`src/perf_loop_defs.svh`:
```
// Register offsets, field positions, reset values and timing figures of the
// performance-monitor and loopback register bank.
// Assumes it is included by bare name, once per compilation unit or guarded.
`ifndef PERF_LOOP_DEFS_SVH
`define PERF_LOOP_DEFS_SVH

// ----------------------------------------------------------------------------
// Register offsets
// ----------------------------------------------------------------------------
`define OFS_ERR_CFG 8'h41
`define OFS_LCV_HI 8'h42
`define OFS_LCV_LO 8'h43
`define OFS_PCV_HI 8'h44
`define OFS_PCV_LO 8'h45
`define OFS_FOS_HI 8'h46
`define OFS_FOS_LO 8'h47
`define OFS_FEB_HI 8'h48
`define OFS_FEB_LO 8'h49
`define OFS_LOOP_CTL 8'h4a
`define OFS_CHAN_1_8 8'h4b
`define OFS_CHAN_9_16 8'h4c
`define OFS_CHAN_17_24 8'h4d

// ----------------------------------------------------------------------------
// Field positions and reset values
// ----------------------------------------------------------------------------
`define CFG_MANUAL_UPDATE 6
`define CFG_PERIOD_SEL 5
`define CFG_ACCUM_MODE 4
`define CFG_E1_VIOL_TYPE 3
`define CFG_FS_REPORT 2
`define CFG_OOS_SELECT 1
`define CFG_EXZ_SELECT 0
`define CFG_WRITABLE_MASK 8'h7f
`define LOOP_MUX_CTL 4
`define LOOP_LOCAL 3
`define LOOP_REMOTE 2
`define LOOP_PAYLOAD 1
`define LOOP_FRAMER 0
`define LOOP_WRITABLE_MASK 8'h1f
`define REG_RESET 8'h00
`define COUNT_RESET 16'h0000
`define COUNT_MAX 16'hffff
`define READ_UNMAPPED 8'h00

// ----------------------------------------------------------------------------
// Timing figures
// ----------------------------------------------------------------------------
`define CLK_PERIOD_NS 100
`define ONE_SECOND_NS 1000000000
`define T1_SHORT_FRAMES 333
`define E1_SHORT_FRAMES 500
`define FRAME_COUNT_WIDTH 9

`endif

```
`src/perf_loop_pkg.sv`:
```
// Types shared by the performance-monitor and loopback register bank.
// Assumes the defs header is included where the constants are needed.
package perf_loop_pkg;

   // -------------------------------------------------------------------------
   // Carriers
   // -------------------------------------------------------------------------
   // One bipolar line sample: a mark on the positive or the negative rail.
   typedef struct packed {
      logic pos;
      logic neg;
   } line_pair_t;

   // Single-cycle error events reported by the receive framer.
   typedef struct packed {
      logic bipolarViolation;
      logic codeViolation;
      logic excessZeros;
      logic ftError;
      logic fsError;
      logic framingBitError;
      logic multiframeOutOfSync;
      logic eBitError;
   } rx_events_t;

   // Source of the latch-and-restart trigger.
   typedef enum logic {
      UPDATE_TIMED,
      UPDATE_MANUAL
   } update_src_t;

endpackage

```
`src/t1e1_perf_monitor_loopback.sv`:
```
// Error-counter bank and loopback steering for a T1/E1 framer-transceiver.
// Assumes error events and frame strobes come from logic on clk, one cycle
// each, and that the mux-control pin is asynchronous to clk.
//
// Notes on behaviour
// - T1 latch: once a second, or every 333 frames.
// - E1 latch: once a second, or every 500 frames.
// - Accumulation mode picks timed or manual updates.
// - Manual bit rise latches counts two clocks later.
// - E1 line counter: bipolar or HDB3 code violations.
// - Path counter: Ft errors, plus Fs errors when enabled.
// - Out-of-sync counter: framing-bit errors or multiframes out of sync.
// - T1 line counter adds excessive zeros when selected.
// - Line violation count: 16 bits, 42h high, 43h low.
// - Path violation count: 16 bits, 44h high, 45h low.
// - Out-of-sync count: 16 bits, 46h high, 47h low.
// - Far-end error count: 16 bits, 48h high, 49h low.
// - Framer joins line interface only with pin high, mux bit clear.
// - Local loop feeds transmit data to receive.
// - Remote loop returns received line data to transmit.
// - Payload loop: transmit on recovered clock, transmit inputs ignored.
// - T1 payload loop returns 192 bits, overhead regenerated.
// - E1 payload loop returns 248 bits, overhead regenerated.
// - Framer loop: transmit to receive, T1 line sends unframed ones.
// - Channel loop bits source transmit channels from receive.
`timescale 1ns/100ps
`include "perf_loop_defs.svh"

module t1e1_perf_monitor_loopback
   import perf_loop_pkg::*;
#(
   parameter int SECOND_CYCLES = `ONE_SECOND_NS / `CLK_PERIOD_NS,
   parameter int CHANNELS = 24
) (
   input wire logic clk,
   input wire logic resetn,
   // Register port.
   input wire logic [7:0] regAddr,
   input wire logic [7:0] regWriteData,
   input wire logic regWrite,
   input wire logic regRead,
   output logic [7:0] regReadData,
   // Receive framer status.
   input wire logic e1Mode,
   input wire logic frameStrobe,
   input wire rx_events_t rxEvents,
   // Mux-control pin, asynchronous.
   input wire logic muxControlPin,
   // Line and framer data paths.
   input wire line_pair_t rxLineIn,
   input wire line_pair_t txFormatterIn,
   input wire logic [4:0] txChannel,
   input wire logic txOverheadSlot,
   input wire logic txSerialBit,
   input wire logic txOverheadBit,
   input wire logic rxPayloadBit,
   output line_pair_t txLineOut,
   output line_pair_t rxFramerIn,
   output logic txPayloadBit,
   output logic framerToLineConnected,
   output logic txClockFromRecovered,
   output logic rxTimingFromTx,
   output logic localLoopViaJitter
);

   // --------
   // Registers and state
   // --------
   logic [7:0] cfg_q;
   logic [7:0] loopCtl_q;
   logic [CHANNELS-1:0] chanLoop_q;
   logic [15:0] lcvAcc_q;
   logic [15:0] pcvAcc_q;
   logic [15:0] fosAcc_q;
   logic [15:0] febAcc_q;
   logic [15:0] lcvCount_q;
   logic [15:0] pcvCount_q;
   logic [15:0] fosCount_q;
   logic [15:0] febCount_q;
   logic [31:0] secondTimer_q;
   logic [`FRAME_COUNT_WIDTH-1:0] frameTimer_q;
   logic manualPrev_q;
   logic manualPending_q;
   logic pinSync1_q;
   logic pinSync2_q;
   logic pinSync3_q;
   logic pinState_q;
   logic onesPhase_q;
   logic [7:0] regReadData_q;
   line_pair_t txLine_q;
   line_pair_t rxFramer_q;
   logic txPayload_q;
   logic connected_q;
   logic txFromRecovered_q;
   logic rxFromTx_q;
   logic localJitter_q;

   // Adds one event to a count, holding at full scale instead of wrapping.
   function automatic logic [15:0] satInc(input logic [15:0] value, input logic hit);
      logic [15:0] result;
      result = value;
      if (hit && value != `COUNT_MAX) begin
         result = value + 16'h0001;
      end
      return result;
   endfunction

   // Starts a fresh accumulation, counting an event that lands on the update.
   function automatic logic [15:0] restart(input logic hit);
      return hit ? 16'h0001 : `COUNT_RESET;
   endfunction

   // --------
   // Configuration decode
   // --------
   wire periodShort = cfg_q[`CFG_PERIOD_SEL];
   wire update_src_t updateSrc = update_src_t'(cfg_q[`CFG_ACCUM_MODE]);
   wire manualBit = cfg_q[`CFG_MANUAL_UPDATE];
   wire localLoop = loopCtl_q[`LOOP_LOCAL];
   wire remoteLoop = loopCtl_q[`LOOP_REMOTE];
   wire payloadLoop = loopCtl_q[`LOOP_PAYLOAD];
   wire framerLoop = loopCtl_q[`LOOP_FRAMER];
   wire muxBit = loopCtl_q[`LOOP_MUX_CTL];

   // Event selection into each counter.
   wire lcvE1Hit = cfg_q[`CFG_E1_VIOL_TYPE] ? rxEvents.codeViolation
      : rxEvents.bipolarViolation;
   wire lcvT1Hit = rxEvents.bipolarViolation
      | (cfg_q[`CFG_EXZ_SELECT] & rxEvents.excessZeros);
   wire lcvHit = e1Mode ? lcvE1Hit : lcvT1Hit;
   wire pcvHit = rxEvents.ftError | (cfg_q[`CFG_FS_REPORT] & rxEvents.fsError);
   wire fosHit = cfg_q[`CFG_OOS_SELECT] ? rxEvents.multiframeOutOfSync
      : rxEvents.framingBitError;
   wire febHit = rxEvents.eBitError;

   // --------
   // Update triggers
   // --------
   // The short period counts received frames rather than clocks, so it tracks
   // the line rate even when the recovered clock wanders.
   wire [`FRAME_COUNT_WIDTH-1:0] framesShort = e1Mode
      ? `FRAME_COUNT_WIDTH'(`E1_SHORT_FRAMES)
      : `FRAME_COUNT_WIDTH'(`T1_SHORT_FRAMES);
   wire frameTimerDone = frameStrobe
      && (frameTimer_q == framesShort - `FRAME_COUNT_WIDTH'(1));
   wire secondTimerDone = (secondTimer_q == 32'(SECOND_CYCLES - 1));
   wire timedUpdate = periodShort ? frameTimerDone : secondTimerDone;
   wire manualRise = manualBit & ~manualPrev_q;
   wire doUpdate = (updateSrc == UPDATE_TIMED) ? timedUpdate : manualPending_q;

   // Free-running one-second timer; it runs in both modes so a switch of mode
   // does not bring an early latch.
   always_ff @(posedge clk or negedge resetn) begin
      if (!resetn) begin
         secondTimer_q <= 32'h0000_0000;
      end else if (secondTimerDone) begin
         secondTimer_q <= 32'h0000_0000;
      end else begin
         secondTimer_q <= secondTimer_q + 32'h0000_0001;
      end
   end

   // Frame counter for the short update period.
   always_ff @(posedge clk or negedge resetn) begin
      if (!resetn) begin
         frameTimer_q <= '0;
      end else if (frameTimerDone) begin
         frameTimer_q <= '0;
      end else if (frameStrobe) begin
         frameTimer_q <= frameTimer_q + `FRAME_COUNT_WIDTH'(1);
      end
   end

   // Manual update: the rising edge is caught here and acted on the next clock.
   always_ff @(posedge clk or negedge resetn) begin
      if (!resetn) begin
         manualPrev_q <= 1'b0;
         manualPending_q <= 1'b0;
      end else begin
         manualPrev_q <= manualBit;
         manualPending_q <= manualRise && (updateSrc == UPDATE_MANUAL);
      end
   end

   // --------
   // Error counters
   // --------
   // Accumulators restart on update while the latched copies hold still, so a
   // high-then-low byte read sees one coherent count when no update falls between the two reads.
   always_ff @(posedge clk or negedge resetn) begin
      if (!resetn) begin
         lcvAcc_q <= `COUNT_RESET;
         pcvAcc_q <= `COUNT_RESET;
         fosAcc_q <= `COUNT_RESET;
         febAcc_q <= `COUNT_RESET;
      end else if (doUpdate) begin
         lcvAcc_q <= restart(lcvHit);
         pcvAcc_q <= restart(pcvHit);
         fosAcc_q <= restart(fosHit);
         febAcc_q <= restart(febHit);
      end else begin
         lcvAcc_q <= satInc(lcvAcc_q, lcvHit);
         pcvAcc_q <= satInc(pcvAcc_q, pcvHit);
         fosAcc_q <= satInc(fosAcc_q, fosHit);
         febAcc_q <= satInc(febAcc_q, febHit);
      end
   end

   // Latched counts change only on an update.
   always_ff @(posedge clk or negedge resetn) begin
      if (!resetn) begin
         lcvCount_q <= `COUNT_RESET;
         pcvCount_q <= `COUNT_RESET;
         fosCount_q <= `COUNT_RESET;
         febCount_q <= `COUNT_RESET;
      end else if (doUpdate) begin
         lcvCount_q <= lcvAcc_q;
         pcvCount_q <= pcvAcc_q;
         fosCount_q <= fosAcc_q;
         febCount_q <= febAcc_q;
      end
   end

   // --------
   // Register port
   // --------
   wire wrCfg = regWrite && (regAddr == `OFS_ERR_CFG);
   wire wrLoop = regWrite && (regAddr == `OFS_LOOP_CTL);
   wire wrChan1 = regWrite && (regAddr == `OFS_CHAN_1_8);
   wire wrChan2 = regWrite && (regAddr == `OFS_CHAN_9_16);
   wire wrChan3 = regWrite && (regAddr == `OFS_CHAN_17_24);

   // Writable registers; the reserved top bits are dropped on write.
   always_ff @(posedge clk or negedge resetn) begin
      if (!resetn) begin
         cfg_q <= `REG_RESET;
         loopCtl_q <= `REG_RESET;
         chanLoop_q <= '0;
      end else begin
         if (wrCfg) begin
            cfg_q <= regWriteData & `CFG_WRITABLE_MASK;
         end
         if (wrLoop) begin
            loopCtl_q <= regWriteData & `LOOP_WRITABLE_MASK;
         end
         if (wrChan1) begin
            chanLoop_q[7:0] <= regWriteData;
         end
         if (wrChan2) begin
            chanLoop_q[15:8] <= regWriteData;
         end
         if (wrChan3) begin
            chanLoop_q[23:16] <= regWriteData;
         end
      end
   end

   // Read multiplexer; unmapped addresses read as zero.
   logic [7:0] readMux;
   always_comb begin
      unique case (regAddr)
         `OFS_ERR_CFG: readMux = cfg_q;
         `OFS_LCV_HI: readMux = lcvCount_q[15:8];
         `OFS_LCV_LO: readMux = lcvCount_q[7:0];
         `OFS_PCV_HI: readMux = pcvCount_q[15:8];
         `OFS_PCV_LO: readMux = pcvCount_q[7:0];
         `OFS_FOS_HI: readMux = fosCount_q[15:8];
         `OFS_FOS_LO: readMux = fosCount_q[7:0];
         `OFS_FEB_HI: readMux = febCount_q[15:8];
         `OFS_FEB_LO: readMux = febCount_q[7:0];
         `OFS_LOOP_CTL: readMux = loopCtl_q;
         `OFS_CHAN_1_8: readMux = chanLoop_q[7:0];
         `OFS_CHAN_9_16: readMux = chanLoop_q[15:8];
         `OFS_CHAN_17_24: readMux = chanLoop_q[23:16];
         default: readMux = `READ_UNMAPPED;
      endcase
   end

   // Read data stand for exactly the cycle after the strobe.
   always_ff @(posedge clk or negedge resetn) begin
      if (!resetn) begin
         regReadData_q <= `REG_RESET;
      end else begin
         regReadData_q <= regRead ? readMux : `READ_UNMAPPED;
      end
   end

   // --------
   // Mux-control pin
   // --------
   // Three stages; the level is taken only once stages two and three agree,
   // which rejects a single-cycle glitch on the board pin.
   always_ff @(posedge clk or negedge resetn) begin
      if (!resetn) begin
         pinSync1_q <= 1'b0;
         pinSync2_q <= 1'b0;
         pinSync3_q <= 1'b0;
         pinState_q <= 1'b0;
      end else begin
         pinSync1_q <= muxControlPin;
         pinSync2_q <= pinSync1_q;
         pinSync3_q <= pinSync2_q;
         if (pinSync2_q == pinSync3_q) begin
            pinState_q <= pinSync3_q;
         end
      end
   end

   // --------
   // Loopback steering
   // --------
   wire connectedNext = pinState_q & ~muxBit;
   wire chanSelected = (txChannel < 5'(CHANNELS)) && chanLoop_q[txChannel];
   // Channel indices at or past CHANNELS never select a channel loop.

   // Unframed all ones alternates marks between the rails.
   wire line_pair_t allOnes = '{pos: onesPhase_q, neg: ~onesPhase_q};

   // Transmit line: framer loop in T1 overrides all, then remote loop.
   line_pair_t txLineNext;
   always_comb begin
      if (framerLoop && !e1Mode) begin
         txLineNext = allOnes;
      end else if (remoteLoop) begin
         txLineNext = rxLineIn;
      end else begin
         txLineNext = txFormatterIn;
      end
   end

   // Receive framer input: both framer and local loop take transmit data.
   wire line_pair_t rxFramerNext = (framerLoop || localLoop)
      ? txFormatterIn : rxLineIn;

   // Payload bit into the formatter: overhead slots keep the locally made
   // bits, payload slots take the receive side when looped.
   wire payloadFromRx = payloadLoop | chanSelected;
   wire txPayloadNext = txOverheadSlot ? txOverheadBit
      : (payloadFromRx ? rxPayloadBit : txSerialBit);

   always_ff @(posedge clk or negedge resetn) begin
      if (!resetn) begin
         onesPhase_q <= 1'b0;
      end else begin
         onesPhase_q <= ~onesPhase_q;
      end
   end

   // Every path output is registered so the line sees no decode glitches.
   always_ff @(posedge clk or negedge resetn) begin
      if (!resetn) begin
         txLine_q <= '0;
         rxFramer_q <= '0;
         txPayload_q <= 1'b0;
         connected_q <= 1'b0;
         txFromRecovered_q <= 1'b0;
         rxFromTx_q <= 1'b0;
         localJitter_q <= 1'b0;
      end else begin
         txLine_q <= txLineNext;
         rxFramer_q <= rxFramerNext;
         txPayload_q <= txPayloadNext;
         connected_q <= connectedNext;
         txFromRecovered_q <= payloadLoop;
         rxFromTx_q <= framerLoop;
         localJitter_q <= localLoop;
      end
   end

   assign regReadData = regReadData_q;
   assign txLineOut = txLine_q;
   assign rxFramerIn = rxFramer_q;
   assign txPayloadBit = txPayload_q;
   assign framerToLineConnected = connected_q;
   assign txClockFromRecovered = txFromRecovered_q;
   assign rxTimingFromTx = rxFromTx_q;
   assign localLoopViaJitter = localJitter_q;

endmodule

```
`config.mk`:
```
export PLATFORM = sky130hd
export DESIGN_NAME = t1e1_perf_monitor_loopback
export DESIGN_NICKNAME = d
export VERILOG_FILES = /design/src/perf_loop_pkg.sv /design/src/t1e1_perf_monitor_loopback.sv
export VERILOG_INCLUDE_DIRS = /design/src /design/src/src
export SDC_FILE = /design/constraint.sdc
export NUM_CORES = 1
export LEC_CHECK = 0
export BUFFER_PORTS_ARGS = -buffer_cell sky130_fd_sc_hd__buf_2
export CORE_MARGIN = 10
export CORE_UTILIZATION = 40
export DETAILED_ROUTE_END_ITERATION = 16
export PLACE_DENSITY = 0.57
export SKIP_CTS_REPAIR_TIMING = 1
export SLEW_MARGIN = 20
export SYNTH_ARGS = -nofsm -noshare
export SYNTH_HDL_FRONTEND = slang
export SYNTH_SLANG_ARGS = --single-unit
```
`constraint.sdc`:
```
create_clock -name clk -period 2.2 [get_ports clk]
set_clock_uncertainty 0.05 [all_clocks]
set_input_delay 0.44 -clock clk [delete_from_list [all_inputs] [get_ports clk]]
set_output_delay 0.44 -clock clk [all_outputs]
set_load 0.1 [all_outputs]
```
Word-level counts from Yosys, hierarchy flattened
Index checks and enable logic that the tools add are counted.

word-level totals
  flip-flop bits (word level) = 229
  word-level logic and storage cells = 121
  input bits = 44
  output and inout bits = 17

operators by class
  reductions and logical operators = 20
  multiplexer cells = 30
  $lt $le $gt $ge = 2
  add/sub/neg operators = 7
  eq/ne operators = 20
  bitwise operators = 10

operators by type and width
  cell                                                                     number
  16-bit two-way mux                                                       8
  8-bit by 7-bit equality test with 1-bit output, second input constant    13
  8-bit one-hot mux with 13 select lines                                   1
  16-bit by 1-bit adder with 16-bit output, second input constant          4
  16-bit inequality test, second input constant                            4
  32-bit by 1-bit adder with 32-bit output, second input constant          1
  32-bit by 24-bit equality test with 1-bit output, second input constant  1
  32-bit two-way mux                                                       1
  9-bit two-way mux                                                        2
  8-bit two-way mux                                                        2
  1-bit logical AND                                                        13
  1-bit two-way mux                                                        12
  2-bit nonzero test                                                       5
  9-bit by 1-bit adder with 9-bit output, second input constant            1
  9-bit equality test                                                      1
  9-bit by 1-bit subtractor with 9-bit output, second input constant       1
  5-bit by 6-bit < comparator with 1-bit output, second input constant     1
  2-bit two-way mux                                                        3
  1-bit binary-select mux with 5-bit select                                1
  5-bit < comparator, second input constant                                1
  1-bit AND                                                                4
  1-bit NOT                                                                3
  1-bit bitwise OR                                                         3
  1-bit equality test                                                      1
  other kinds (2)                                                          2

Depth between registers and ports, before layout
Gate-level depths: netlist (run 1).

  depth in word-level cells = 7
  depth in mapped cells = 9
  gate-level depth less buffers = 6

Worst setup path before layout (run 1)
No wires, ideal clock.

  kind = input port to flip-flop
  start = input txChannel[0]
  end = register txPayload_q, in the netlist txPayloadBit
  required time = 2.029 ns
  path slack = -0.185 ns
  arrival time = 2.214 ns
  library setup time = 0.121 ns
  stages = 6
  path buffers = 1
  path through = clkbuf_1 mux4_2 a41o_1 a41o_1 o31a_1 o22a_1

on the way
  word-level cells in the longest chain between the ends = 6
  elaborated cells between the ends (all ways) = 7
  those cells by class = 1 x order compare; 4 x mux; 1 x bitwise; 1 x reduce/logical

ends and longest elaborated chain
  element                                    line                               RTL
  from (decl)                                t1e1_perf_monitor_loopback.sv:52   input wire logic [4:0] txChannel,
  1-bit binary-select mux with 5-bit select  t1e1_perf_monitor_loopback.sv:313  wire chanSelected = (txChannel < 5'(CHANNELS)) && chanLoop_q[txChannel];
  1-bit two-way mux (not written as such)    t1e1_perf_monitor_loopback.sv:313
  1-bit logical AND (*)                      t1e1_perf_monitor_loopback.sv:313
  1-bit bitwise OR (*)                       t1e1_perf_monitor_loopback.sv:337  wire payloadFromRx = payloadLoop | chanSelected;
  1-bit two-way mux (*)                      t1e1_perf_monitor_loopback.sv:339  : (payloadFromRx ? rxPayloadBit : txSerialBit);
  1-bit two-way mux (*)                      t1e1_perf_monitor_loopback.sv:338  wire txPayloadNext = txOverheadSlot ? txOverheadBit
  via txPayloadNext                          t1e1_perf_monitor_loopback.sv:338
  to (signal assigned)                       t1e1_perf_monitor_loopback.sv:362  txPayload_q <= txPayloadNext;
  to (decl)                                  t1e1_perf_monitor_loopback.sv:92   logic txPayload_q;

Mark *: on every way through the listed nets, which the timed path passes. The rest lies on a longest branch. The select of a mux whose other input is x is not followed.
A chain may end at the register's enable or synchronous reset.

Worst setup path after layout (run 1)
  start = register secondTimer_q[21]
  end = register febCount_q[15]

on the way
  word-level cells in the longest chain between the ends = 3

ends and longest elaborated chain
  element                                           line                               RTL
  from (decl)                                       t1e1_perf_monitor_loopback.sv:80   logic [31:0] secondTimer_q;
  from (signal assigned)                            t1e1_perf_monitor_loopback.sv:159  secondTimer_q <= secondTimer_q + 32'h0000_0001;
  32-bit by 24-bit equality test with 1-bit output  t1e1_perf_monitor_loopback.sv:146  wire secondTimerDone = (secondTimer_q == 32'(SECOND_CYCLES - 1));
  1-bit two-way mux                                 t1e1_perf_monitor_loopback.sv:147  wire timedUpdate = periodShort ? frameTimerDone : secondTimerDone;
  1-bit two-way mux                                 t1e1_perf_monitor_loopback.sv:149  wire doUpdate = (updateSrc == UPDATE_TIMED) ? timedUpdate : manualPending_q;
  to (signal assigned)                              t1e1_perf_monitor_loopback.sv:215  febCount_q <= `COUNT_RESET;
  to (signal assigned)                              t1e1_perf_monitor_loopback.sv:220  febCount_q <= febAcc_q;
  to (decl)                                         t1e1_perf_monitor_loopback.sv:79   logic [15:0] febCount_q;

No other way between the ends.

==> flow_metrics.py, run 1 <==
metrics = {
    "die": {
        "die_w_um": 187,
        "die-height_um": 187,
        "std_cell_rows": 61,
        "die_area_um2": 35000,
        "initial_standard_cell_utilization_of_the_core": 0.404,
        "core_area_um2": 27600,
        "i_o_pins": 61,
    },
    "worst_hold_path": {
        "hold_path_startpoint": "txOverheadBit",
        "hold-path-endpoint": "txPayloadBit$_DFF_PN0_",
        "hold_path_class": "in -> reg",
        "timing.hold.worst_path_depth": 2,
    },
    "placed_design": {
        "place_congestion": 0.886,
        "portBuffers": 60,
        "dp_hpwl_mm": 21.3,
        "place.detailed.instances": 1498,
        "preCtsSetupSlack_ns": -0.213,
        "place_area_um2": 12800,
    },
    "drt": {
        "viasPerCell": 5.43,
        "post_drt_wl_per_cell_um": 19.1,
        "route.detailed.drc": 0,
        "drt_pass1_iterations": 6,
        "drt-total-wl_mm": 29.8,
        "detailroute.via_count": 8455,
        "final_antenna_net_count": 0,
        "drtIter0Drc": 561,
    },
    "finish": {
        "final_area_um2": 14100,
        "count_of_antenna_diodes_in_the_layout": 0,
        "layout.nets": 1210,
        "finalNonFillerCells": 1557,
        "post_route_cells_drive_above_1_share": 0.312,
        "synthToLayoutAreaGrowth_pct": 26.1,
    },
    "pwr": {
        "power.sequential.fraction": 0.450,
        "switching_portion_of_total_power": 0.274,
        "ir_drop_mv": 0.521,
        "total_leakage_power_nw": 6.46,
        "internal_power_consumption_mw": 7.98,
        "clock_power_share": 0.411,
        "cellPowerDensity_nw_per_um2": 781,
        "post_layout_power_mw": 11.0,
        "total_switching_power_mw": 3.01,
        "power.combinational.fraction": 0.139,
    },
    "synthesis": {
        "synthesis.area_per_instance_um2": 11.4,
        "synthesis.yosys.warnings": 0,
        "synth_async_sr_flop_share": 1.00,
        "mappedNetlistNets": 1031,
        "post_synthesis_cell_area_um2": 11200,
        "synthCells": 981,
        "total_of_flip_flops_plus_latches_after_synthesis": 229,
        "synth-seq-area-share": 0.514,
        "synth-edff-count": 0,
        "most_used_dff_post_synth": "sky130_fd_sc_hd__dfrtp_1",
        "synthDistinctLibCells": 67,
    },
    "global_route": {
        "wire_length_of_the_first_global_routing_pass_mm": 46.9,
        "overall_global_routing_usage": 0.163,
        "grt_max_degree": 58,
        "grt_pass1_vias": 8381,
        "global_route.overflow_total": 0,
        "grt_antenna_before_repair": 0,
    },
    "worst_setup_path": {
        "critical_path.slowest_cell": "sky130_fd_sc_hd__or4b_4",
        "worst_r2r_startpoint": "secondTimer_q[21]$_DFF_PN0_",
        "buffers_inverters_on_critical_path": 1,
        "slowest_delay_ns": 0.60,
        "worst_ep_arrival_time_ns": 2.75,
        "crit_path_start_kind": "flip-flop",
        "critPathCaptureType": "flip-flop",
        "worst_path_cell_chain": "nor4_2 -> nand4_1 -> or4b_4 -> nand3_4 -> clkbuf_16 -> mux2_2",
        "critPathMaxFanout": 10,
        "worst_r2r_dst": "febCount_q[15]$_DFFE_PN0P_",
        "timing.critical_path.max_delay_family": "simple AND/OR/NAND/NOR gates",
        "rrSetupSlack_ns": -0.20,
        "cp.required_ns": 2.55,
        "worstRegToRegCells": 6,
        "worst-setup-path-type": "reg -> reg",
    },
    "sta": {
        "report.final.slew_viol_count": 0,
        "rsz_0062_raised_after_global_routing": "yes",
        "fin_ws_ns": -0.201,
        "slew_at_the_pin_closest_to_its_max_slew_limit_ns": 0.530,
        "timing.setup.tns_ns": -13.49,
        "final_period_minus_worst_setup_slack_ns": 2.40,
        "layout_worst_path_cycle_share": 1.09,
        "max_freq_mhz": 416,
        "setup_viol_count_final": 120,
        "hold_viol_final": 0,
        "max_slew_margin": 0.637,
    },
    "clocking": {
        "path_clk_slew_ns": 0.06,
        "clockRootBuffer": "sky130_fd_sc_hd__clkbuf_16",
        "worst_skew_pair.late_latency_ns": 0.53,
        "cts-buffers-inserted": 27,
        "cts_tree": "built",
        "cts.htree.levels": 1,
        "clkSinkCount": 229,
        "cts.path.max_buffers": 3,
    },
    "status": {
        "failed_checks": "negative setup slack",
        "outcome": "finished with violations",
    },
    "job": {
        "number_of_max_capacitance_violations_reported": 0,
    },
}
-- sequential cells by signal (all words and copies together), names as in the netlist, 2 cells and up --
signal	count
pcvAcc_q	16
rxFramerIn	2
regReadData	8
chanLoop_q	24
lcvCount_q	16
cfg_q	7
txLineOut	2
fosCount_q	16
frameTimer_q	9
fosAcc_q	16
loopCtl_q	5
lcvAcc_q	16
secondTimer_q	32
febAcc_q	16
pcvCount_q	16
febCount_q	16
-- cells in the mapped netlist, drive strengths merged (8+ instances only) --
| cell type | n | share of area |
|---|---|---|
| xor2 | 45 | 0.035 |
| nor2 | 93 | 0.031 |
| nor2b | 9 | 0.0050 |
| or3 | 15 | 0.0084 |
| clkbuf | 25 | 0.0084 |
| a22oi | 13 | 0.0087 |
| and4 | 16 | 0.013 |
| nor4 | 12 | 0.0067 |
| nand3 | 44 | 0.020 |
| mux4 | 9 | 0.018 |
| mux2i | 15 | 0.013 |
| mux2 | 109 | 0.11 |
| o31ai | 8 | 0.0054 |
| o211ai | 11 | 0.0074 |
| buf | 22 | 0.015 |
| xnor2 | 36 | 0.028 |
| nand2 | 48 | 0.016 |
| dfrtp | 229 | 0.51 |
| and2 | 11 | 0.0062 |
| o21ai | 25 | 0.011 |
| and3 | 16 | 0.0090 |
| nand4 | 36 | 0.022 |
| a21oi | 27 | 0.012 |
| inv | 16 | 0.0054 |
| a221oi | 8 | 0.0063 |
-- worst max-delay path by stage --
stage	from	endpoint	slack, ns	depth (start not counted)
after floorplan	secondTimer_q[8]$_DFF_PN0_	fosCount_q[13]$_DFFE_PN0P_	0.002	8
after global placement	e1Mode	fosCount_q[4]$_DFFE_PN0P_	-0.21	7
after detailed placement	e1Mode	fosCount_q[10]$_DFFE_PN0P_	-0.21	7
after CTS	secondTimer_q[21]$_DFF_PN0_	febCount_q[5]$_DFFE_PN0P_	-0.22	6
after global routing	secondTimer_q[21]$_DFF_PN0_	fosCount_q[11]$_DFFE_PN0P_	-0.30	6
final	secondTimer_q[21]$_DFF_PN0_	febCount_q[15]$_DFFE_PN0P_	-0.20	6
-- power groups by stage --
stage               clock network [mW]  logic (mW)  registers (mW)
floorplan                            0       0.747            5.04
global placement                     0        1.47            5.00
detailed placement                   0        1.51            5.01
CTS                               4.63        1.51            4.93
global route                      4.84        1.72            5.01
finish                            4.52        1.53            4.94
-- through the flow --
step / hold slack, ns / util
floorplan: 0.0944 / -
global placement: 0.292 / 0.462
detailed placement: 0.293 / 0.462
CTS: -0.194 / 0.495
global route: 0.0959 / 0.509
finish: 0.0891 / 0.509
-- placed cells by master (no fill, tap or decap), drive strengths merged, types with 8 or more instances in the layout --
cell    synthesis  layout
a21oi          27      27
a221oi          8       8
a22oi          13      13
and2           11      11
and3           16      16
and4           16      16
buf            22     189
clkbuf         25      42
dfrtp         229     229
inv            16      19
mux2          109     109
mux2i          15      15
mux4            9       9
nand2          48      48
nand3          44      45
nand4          36      36
nor2           93      93
nor2b           9       9
nor4           12      12
o211ai         11      11
o21ai          25      25
o31ai           8       8
or3            15      15
xnor2          36      36
xor2           45      45
-- kinds of logic (layout without fill, tap and decap cells) --
group	Yosys count	in the layout	synth area share
xor gates and xnor gates	81	81	0.0636
adders and majority gates	7	7	0.00763
buffers and inverters	64	261	0.0290
and+or+nand+nor	328	329	0.157
muxes	133	133	0.142
AOI/OAI and AO/OA	139	139	0.0875
DFF	229	229	0.514
-- cell type report --
class                      count  area, um^2
clock buffer                  37         793
tap                          378         473
clock inverter                11         120
fill                        2480       13600
inverter                      17        63.8
sequential                   229        5730
multi-input combinational    689        5320
timing repair buffer         196        1560
-- routing by layer --
metal | GRT usage | vias up | wire [um]
li1 | - | 3990 | -
met1 | 0.220 | 4187 | 13300
met2 | 0.267 | 224 | 14200
met3 | 0.0276 | 54 | 1530
met4 | 0.0416 | 0 | 781
met5 | 0 | - | 0
No activity file was read; power rests on OpenSTA's default activity.
==> inputs of run 2 (changes only) <==
==> constraint.sdc (replaced) <==
create_clock -name clk -period 1.93 [get_ports clk]
set_clock_uncertainty 0.05 [all_clocks]
set_input_delay 0.386 -clock clk [delete_from_list [all_inputs] [get_ports clk]]
set_output_delay 0.386 -clock clk [all_outputs]
set_load 0.1 [all_outputs]
==> run 2 against run 1 <==
  * The flow still finishes with violations (negative setup slack)
  * Maximum frequency grew 0.50%
  * Clock-buffer cell count increased by 2
  * Wire length rose by 0.10%
  * Clock power up 6.2%
  * Via count is 1.5% higher
  * Critical path depth stayed put
  * Combinational power grew 33%
  * Sequential share of layout area fell by 1.1 points
  * Total power up 13%
  * Design area increased by 2.8%
  * Critical path type unchanged
==> flow_metrics.py, run 2 (synthesized netlist as in run 1, its figures left out) <==
metrics = {
    "finish": {
        "top_regs": "secondTimer_q x32, chanLoop_q x24",
        "count_of_antenna_diodes_in_the_layout": 0,
        "post_route_cells_drive_above_1_share": 0.363,
        "layout.nets": 1264,
        "max_flop_register": "secondTimer_q",
        "synthToLayoutAreaGrowth_pct": 29.6,
        "largest_reg_flops": 32,
        "final_cell_mix": "228 x sky130_fd_sc_hd__dfrtp_1, 168 x sky130_fd_sc_hd__buf_4, 87 x sky130_fd_sc_hd__nor2_1, 85 x sky130_fd_sc_hd__mux2_2, 59 x sky130_fd_sc_hd__buf_2",
        "layout.cells.most_common": "sky130_fd_sc_hd__dfrtp_1",
        "finalCoreUtilization": 0.523,
    },
    "sta": {
        "hold-worst-slack_ns": 0.0419,
        "max_freq_mhz": 419,
        "timing.setup.tns_ns": -45.10,
        "hold_viol_final": 0,
        "layout_worst_path_cycle_share": 1.24,
        "max_slew_margin": 0.650,
        "fin_ws_ns": -0.459,
        "setup_viol_count_final": 128,
        "slew_at_the_pin_closest_to_its_max_slew_limit_ns": 0.511,
        "final_period_minus_worst_setup_slack_ns": 2.39,
        "rsz_0062_raised_after_global_routing": "yes",
        "report.final.slew_viol_count": 0,
    },
    "clocking": {
        "cts.htree.levels": 1,
        "cts_tree": "built",
        "path_clk_slew_ns": 0.06,
        "clockRootBuffer": "sky130_fd_sc_hd__clkbuf_16",
        "worst_skew_pair.late_latency_ns": 0.54,
        "cts-buffers-inserted": 27,
        "clkSinkCount": 229,
        "cts.path.max_buffers": 3,
    },
    "drt": {
        "met1_layer_wirelength_in_the_final_routing_mm": 13.4,
        "route.detailed.drc": 0,
        "detailroute.via_count": 8581,
        "drtIter0Drc": 690,
        "viasPerCell": 5.33,
        "top_layer": "met4",
        "dr_wl_met2_mm": 14.6,
        "drt_pass1_iterations": 5,
        "post_drt_wl_per_cell_um": 18.5,
        "drt-total-wl_mm": 29.8,
        "final_antenna_net_count": 0,
        "dr_wl_met3_mm": 1.25,
    },
    "worst_setup_path": {
        "cp.required_ns": 2.30,
        "critPathMaxFanout": 13,
        "worst-setup-path-type": "reg -> reg",
        "worst_ep_arrival_time_ns": 2.75,
        "critPathCaptureType": "flip-flop",
        "crit_path_start_kind": "flip-flop",
        "rrSetupSlack_ns": -0.46,
    },
    "status": {
        "outcome": "finished with violations",
        "failed_checks": "negative setup slack",
    },
    "worst_hold_path": {
        "hold_path_class": "in -> reg",
    },
    "global_route": {
        "grt_max_degree": 68,
        "grt_antenna_before_repair": 0,
        "grt_pass1_vias": 8783,
        "wire_length_of_the_first_global_routing_pass_mm": 48.0,
        "global_route.overflow_total": 0,
        "overall_global_routing_usage": 0.166,
    },
    "job": {
        "number_of_max_capacitance_violations_reported": 0,
    },
    "placed_design": {
        "portBuffers": 60,
        "place_congestion": 0.882,
        "dp_hpwl_mm": 22.1,
        "preCtsSetupSlack_ns": -0.461,
    },
    "pwr": {
        "total_leakage_power_nw": 6.70,
        "ir_drop_mv": 0.607,
        "post_layout_power_mw": 12.4,
        "cellPowerDensity_nw_per_um2": 858,
    },
    "die": {
        "die-height_um": 187,
        "die_w_um": 187,
        "initial_standard_cell_utilization_of_the_core": 0.404,
        "i_o_pins": 61,
        "die_area_um2": 35000,
        "std_cell_rows": 61,
        "core_area_um2": 27600,
    },
}
[run 2: cell count changes in the layout (fill, tap and decap cells not counted), moves of 6 or more]
cell                      delta
sky130_fd_sc_hd__nor2_1      -6
sky130_fd_sc_hd__buf_4      +52
sky130_fd_sc_hd__a21oi_1    -14
sky130_fd_sc_hd__a21oi_2    +14
sky130_fd_sc_hd__mux2_4     -20
sky130_fd_sc_hd__mux2_2     +19
[run 2: power by group]
group	switching (mW)	total, mW	leakage, nW	internal (mW)
Clock	1.97	4.80	0.418	2.83
Combinational	1.09	2.04	3.19	0.949
Sequential	0.372	5.56	3.09	5.19
[run 2: critical path, cell delays in order, from the launching register on]
cell,delay (ns)
sky130_fd_sc_hd__dfrtp_1,0.40
sky130_fd_sc_hd__nor4bb_2,0.34
sky130_fd_sc_hd__nand4_1,0.13
sky130_fd_sc_hd__or4b_4,0.60
sky130_fd_sc_hd__nand3_4,0.20
sky130_fd_sc_hd__clkbuf_16,0.22
sky130_fd_sc_hd__mux2_2,0.33
[run 2: layout make-up]
class	count	area [um^2]
Fill cell	2458	13200
Sequential cell	229	5730
Multi-Input combinational cell	689	5360
Timing Repair Buffer	250	1980
Clock buffer	39	791
Tap cell	378	473
Inverter	17	63.8
Clock inverter	8	50.0
[run 2: path summary, 6_finish.rpt]
kind,endpoint,cells after the start,startpoint
worst max-delay path,fosCount_q[13]$_DFFE_PN0P_,6,secondTimer_q[11]$_DFF_PN0_
worst min-delay path,txPayloadBit$_DFF_PN0_,2,txOverheadBit
worst max register to register,fosCount_q[13]$_DFFE_PN0P_,6,secondTimer_q[11]$_DFF_PN0_
worst min register to register,pinSync2_q$_DFF_PN0_,0,pinSync1_q$_DFF_PN0_
max in group asynchronous,chanLoop_q[6]$_DFFE_PN0P_,3,resetn
min in group asynchronous,febAcc_q[3]$_DFFE_PN0P_,2,resetn
[run 2: per-layer routing]
metal / vias to the layer above / GRT usage
met5: - / 0
met4: 0 / 0.0366
met3: 30 / 0.0263
met2: 187 / 0.279
met1: 4271 / 0.221
li1: 4093 / -
[run 2: per-stage QoR]
step	cells	area, um^2
2_1_floorplan	981	11300
3_3_place_gp	1554	13300
3_5_place_dp	1554	13300
4_1_cts	1601	14200
5_1_grt	1610	14500
6_report	1610	14500
==> inputs of run 3 (changes only) <==
--- a/config.mk
+++ b/config.mk
@@ -6,11 +6,11 @@
 export SDC_FILE = /design/constraint.sdc
 export NUM_CORES = 1
 export LEC_CHECK = 0
-export BUFFER_PORTS_ARGS = -buffer_cell sky130_fd_sc_hd__buf_2
 export CORE_MARGIN = 10
 export CORE_UTILIZATION = 40
 export DETAILED_ROUTE_END_ITERATION = 16
-export PLACE_DENSITY = 0.57
+export DONT_BUFFER_PORTS = 1
+export PLACE_DENSITY = 0.55
 export SKIP_CTS_REPAIR_TIMING = 1
 export SLEW_MARGIN = 20
 export SYNTH_ARGS = -nofsm -noshare
==> run 3 against run 2 <==
  * The run ends with negative hold slack, negative setup slack left
  * Critical endpoint is now lcvCount_q[10]$_DFFE_PN0P_
  * Clock-buffer cell count rose by 2
  * First-iteration DRC count fell by 22%
  * Largest cell class unchanged
  * Total power barely moved
  * Critical path depth did not move
  * Clock power rose by 5.0%
  * Die area did not move
==> flow_metrics.py, run 3 (synthesized netlist as in run 1, its figures left out) <==
metrics = {
    "status": {
        "outcome": "finished with violations",
        "failed_checks": "negative hold slack, negative setup slack",
    },
    "sta": {
        "slew_at_the_pin_closest_to_its_max_slew_limit_ns": 0.753,
        "rsz_0062_raised_after_global_routing": "yes",
        "report.final.slew_viol_count": 0,
        "fin_ws_ns": -0.382,
        "final_period_minus_worst_setup_slack_ns": 2.31,
        "max_slew_margin": 0.494,
        "timing.setup.tns_ns": -36.35,
        "layout_worst_path_cycle_share": 1.20,
        "max_freq_mhz": 432,
        "hold-worst-slack_ns": -0.514,
        "setup_viol_count_final": 128,
        "hold_viol_final": 230,
    },
    "global_route": {
        "overall_global_routing_usage": 0.163,
        "groute.layer.met2.usage": 0.270,
        "grt_antenna_before_repair": 1,
        "grt_max_degree": 230,
        "globalRouteMet1Util": 0.211,
        "global_route.overflow_total": 0,
        "grt.met3_usage": 0.0347,
        "wire_length_of_the_first_global_routing_pass_mm": 46.7,
        "grt_pass1_vias": 8337,
        "grt_busiest_layer": "met2",
    },
    "worst_setup_path": {
        "rrSetupSlack_ns": -0.38,
        "worstRegToRegCells": 6,
        "worst_ep_arrival_time_ns": 2.67,
        "critPathCaptureType": "flip-flop",
        "worst-setup-path-type": "reg -> reg",
        "critPathMaxFanout": 20,
        "worst_r2r_dst": "lcvCount_q[10]$_DFFE_PN0P_",
        "worst_r2r_startpoint": "secondTimer_q[28]$_DFF_PN0_",
        "crit_path_start_kind": "flip-flop",
        "cp.required_ns": 2.28,
    },
    "finish": {
        "largest_reg_flops": 32,
        "count_of_antenna_diodes_in_the_layout": 0,
        "final_cell_mix": "228 x sky130_fd_sc_hd__dfrtp_1, 170 x sky130_fd_sc_hd__buf_4, 91 x sky130_fd_sc_hd__nor2_1, 91 x sky130_fd_sc_hd__mux2_2, 48 x sky130_fd_sc_hd__nand2_1",
        "top_regs": "secondTimer_q x32, chanLoop_q x24",
        "layout.nets": 1213,
        "synthToLayoutAreaGrowth_pct": 26.2,
        "final_area_um2": 14100,
        "layout.cells.most_common": "sky130_fd_sc_hd__dfrtp_1",
        "max_flop_register": "secondTimer_q",
        "post_route_cells_drive_above_1_share": 0.313,
    },
    "placed_design": {
        "dp_hpwl_mm": 21.1,
        "place_area_um2": 12900,
        "place_congestion": 0.839,
        "portBuffers": 0,
    },
    "drt": {
        "viasPerCell": 5.39,
        "drt_pass1_iterations": 5,
        "route.detailed.drc": 0,
        "drt-total-wl_mm": 29.6,
        "post_drt_wl_per_cell_um": 19.0,
        "detailroute.via_count": 8402,
        "final_antenna_net_count": 0,
        "drtIter0Drc": 538,
    },
    "die": {
        "std_cell_rows": 61,
        "die_w_um": 187,
        "i_o_pins": 61,
        "initial_standard_cell_utilization_of_the_core": 0.404,
        "die_area_um2": 35000,
        "die-height_um": 187,
        "core_area_um2": 27600,
    },
    "clocking": {
        "cts.path.max_buffers": 3,
        "cts-buffers-inserted": 27,
        "clkSinkCount": 229,
        "cts_tree": "built",
        "clockRootBuffer": "sky130_fd_sc_hd__clkbuf_16",
        "worst_skew_pair.late_latency_ns": 0.55,
        "cts.htree.levels": 1,
        "path_clk_slew_ns": 0.06,
    },
    "pwr": {
        "ir_drop_mv": 0.586,
        "total_leakage_power_nw": 6.44,
        "post_layout_power_mw": 12.4,
        "cellPowerDensity_nw_per_um2": 881,
    },
    "job": {
        "number_of_max_capacitance_violations_reported": 0,
    },
    "worst_hold_path": {
        "hold_path_class": "in -> async",
    },
}
run 3: cell type report:
| cell class | instances | area, um^2 |
|---|---|---|
| well taps | 378 | 473 |
| multi-input cells | 688 | 5270 |
| fillers | 2519 | 13600 |
| repair buffers | 200 | 1670 |
| inverters | 17 | 63.8 |
| clock inverters | 6 | 83.8 |
| flip-flops and latches | 229 | 5730 |
| clock buffers | 41 | 788 |
run 3: per-stage QoR:
step                      instances  setup WS [ns]  utilization
after floorplan                 981         -0.253            -
after global placement         1488         -0.415        0.465
after detailed placement       1488         -0.417        0.465
after CTS                      1535         -0.423        0.497
after global routing           1559         -0.464        0.510
final                          1559         -0.382        0.510
run 3: where the power goes:
part           internal, mW  switching, mW
sequential             5.19          0.341
clock                  3.05           1.99
combinational         0.880          0.958
run 3: worst max-delay path by stage:
stage,to,depth (start not counted),startpoint,slack [ns]
floorplan,fosCount_q[13]$_DFFE_PN0P_,8,secondTimer_q[8]$_DFF_PN0_,-0.25
global placement,pcvCount_q[13]$_DFFE_PN0P_,6,secondTimer_q[28]$_DFF_PN0_,-0.42
detailed placement,lcvCount_q[4]$_DFFE_PN0P_,6,secondTimer_q[28]$_DFF_PN0_,-0.42
CTS,lcvCount_q[10]$_DFFE_PN0P_,6,secondTimer_q[28]$_DFF_PN0_,-0.42
global route,lcvCount_q[3]$_DFFE_PN0P_,6,frameTimer_q[3]$_DFFE_PN0P_,-0.46
finish,lcvCount_q[10]$_DFFE_PN0P_,6,secondTimer_q[28]$_DFF_PN0_,-0.38
run 3: per-layer routing:
metal | share of wire | wire length (um) | vias to the layer above
li1 | - | - | 3973
met2 | 0.49 | 14400 | 164
met5 | 0.00040 | 12 | -
met3 | 0.049 | 1460 | 47
met1 | 0.44 | 13000 | 4216
met4 | 0.024 | 708 | 2
run 3: critical path: stages (launching register included):
cell,delay (ns)
sky130_fd_sc_hd__dfrtp_1,0.39
sky130_fd_sc_hd__nor4_2,0.28
sky130_fd_sc_hd__nand4_1,0.16
sky130_fd_sc_hd__or4b_4,0.57
sky130_fd_sc_hd__nand3_4,0.18
sky130_fd_sc_hd__buf_12,0.21
sky130_fd_sc_hd__mux2_2,0.35
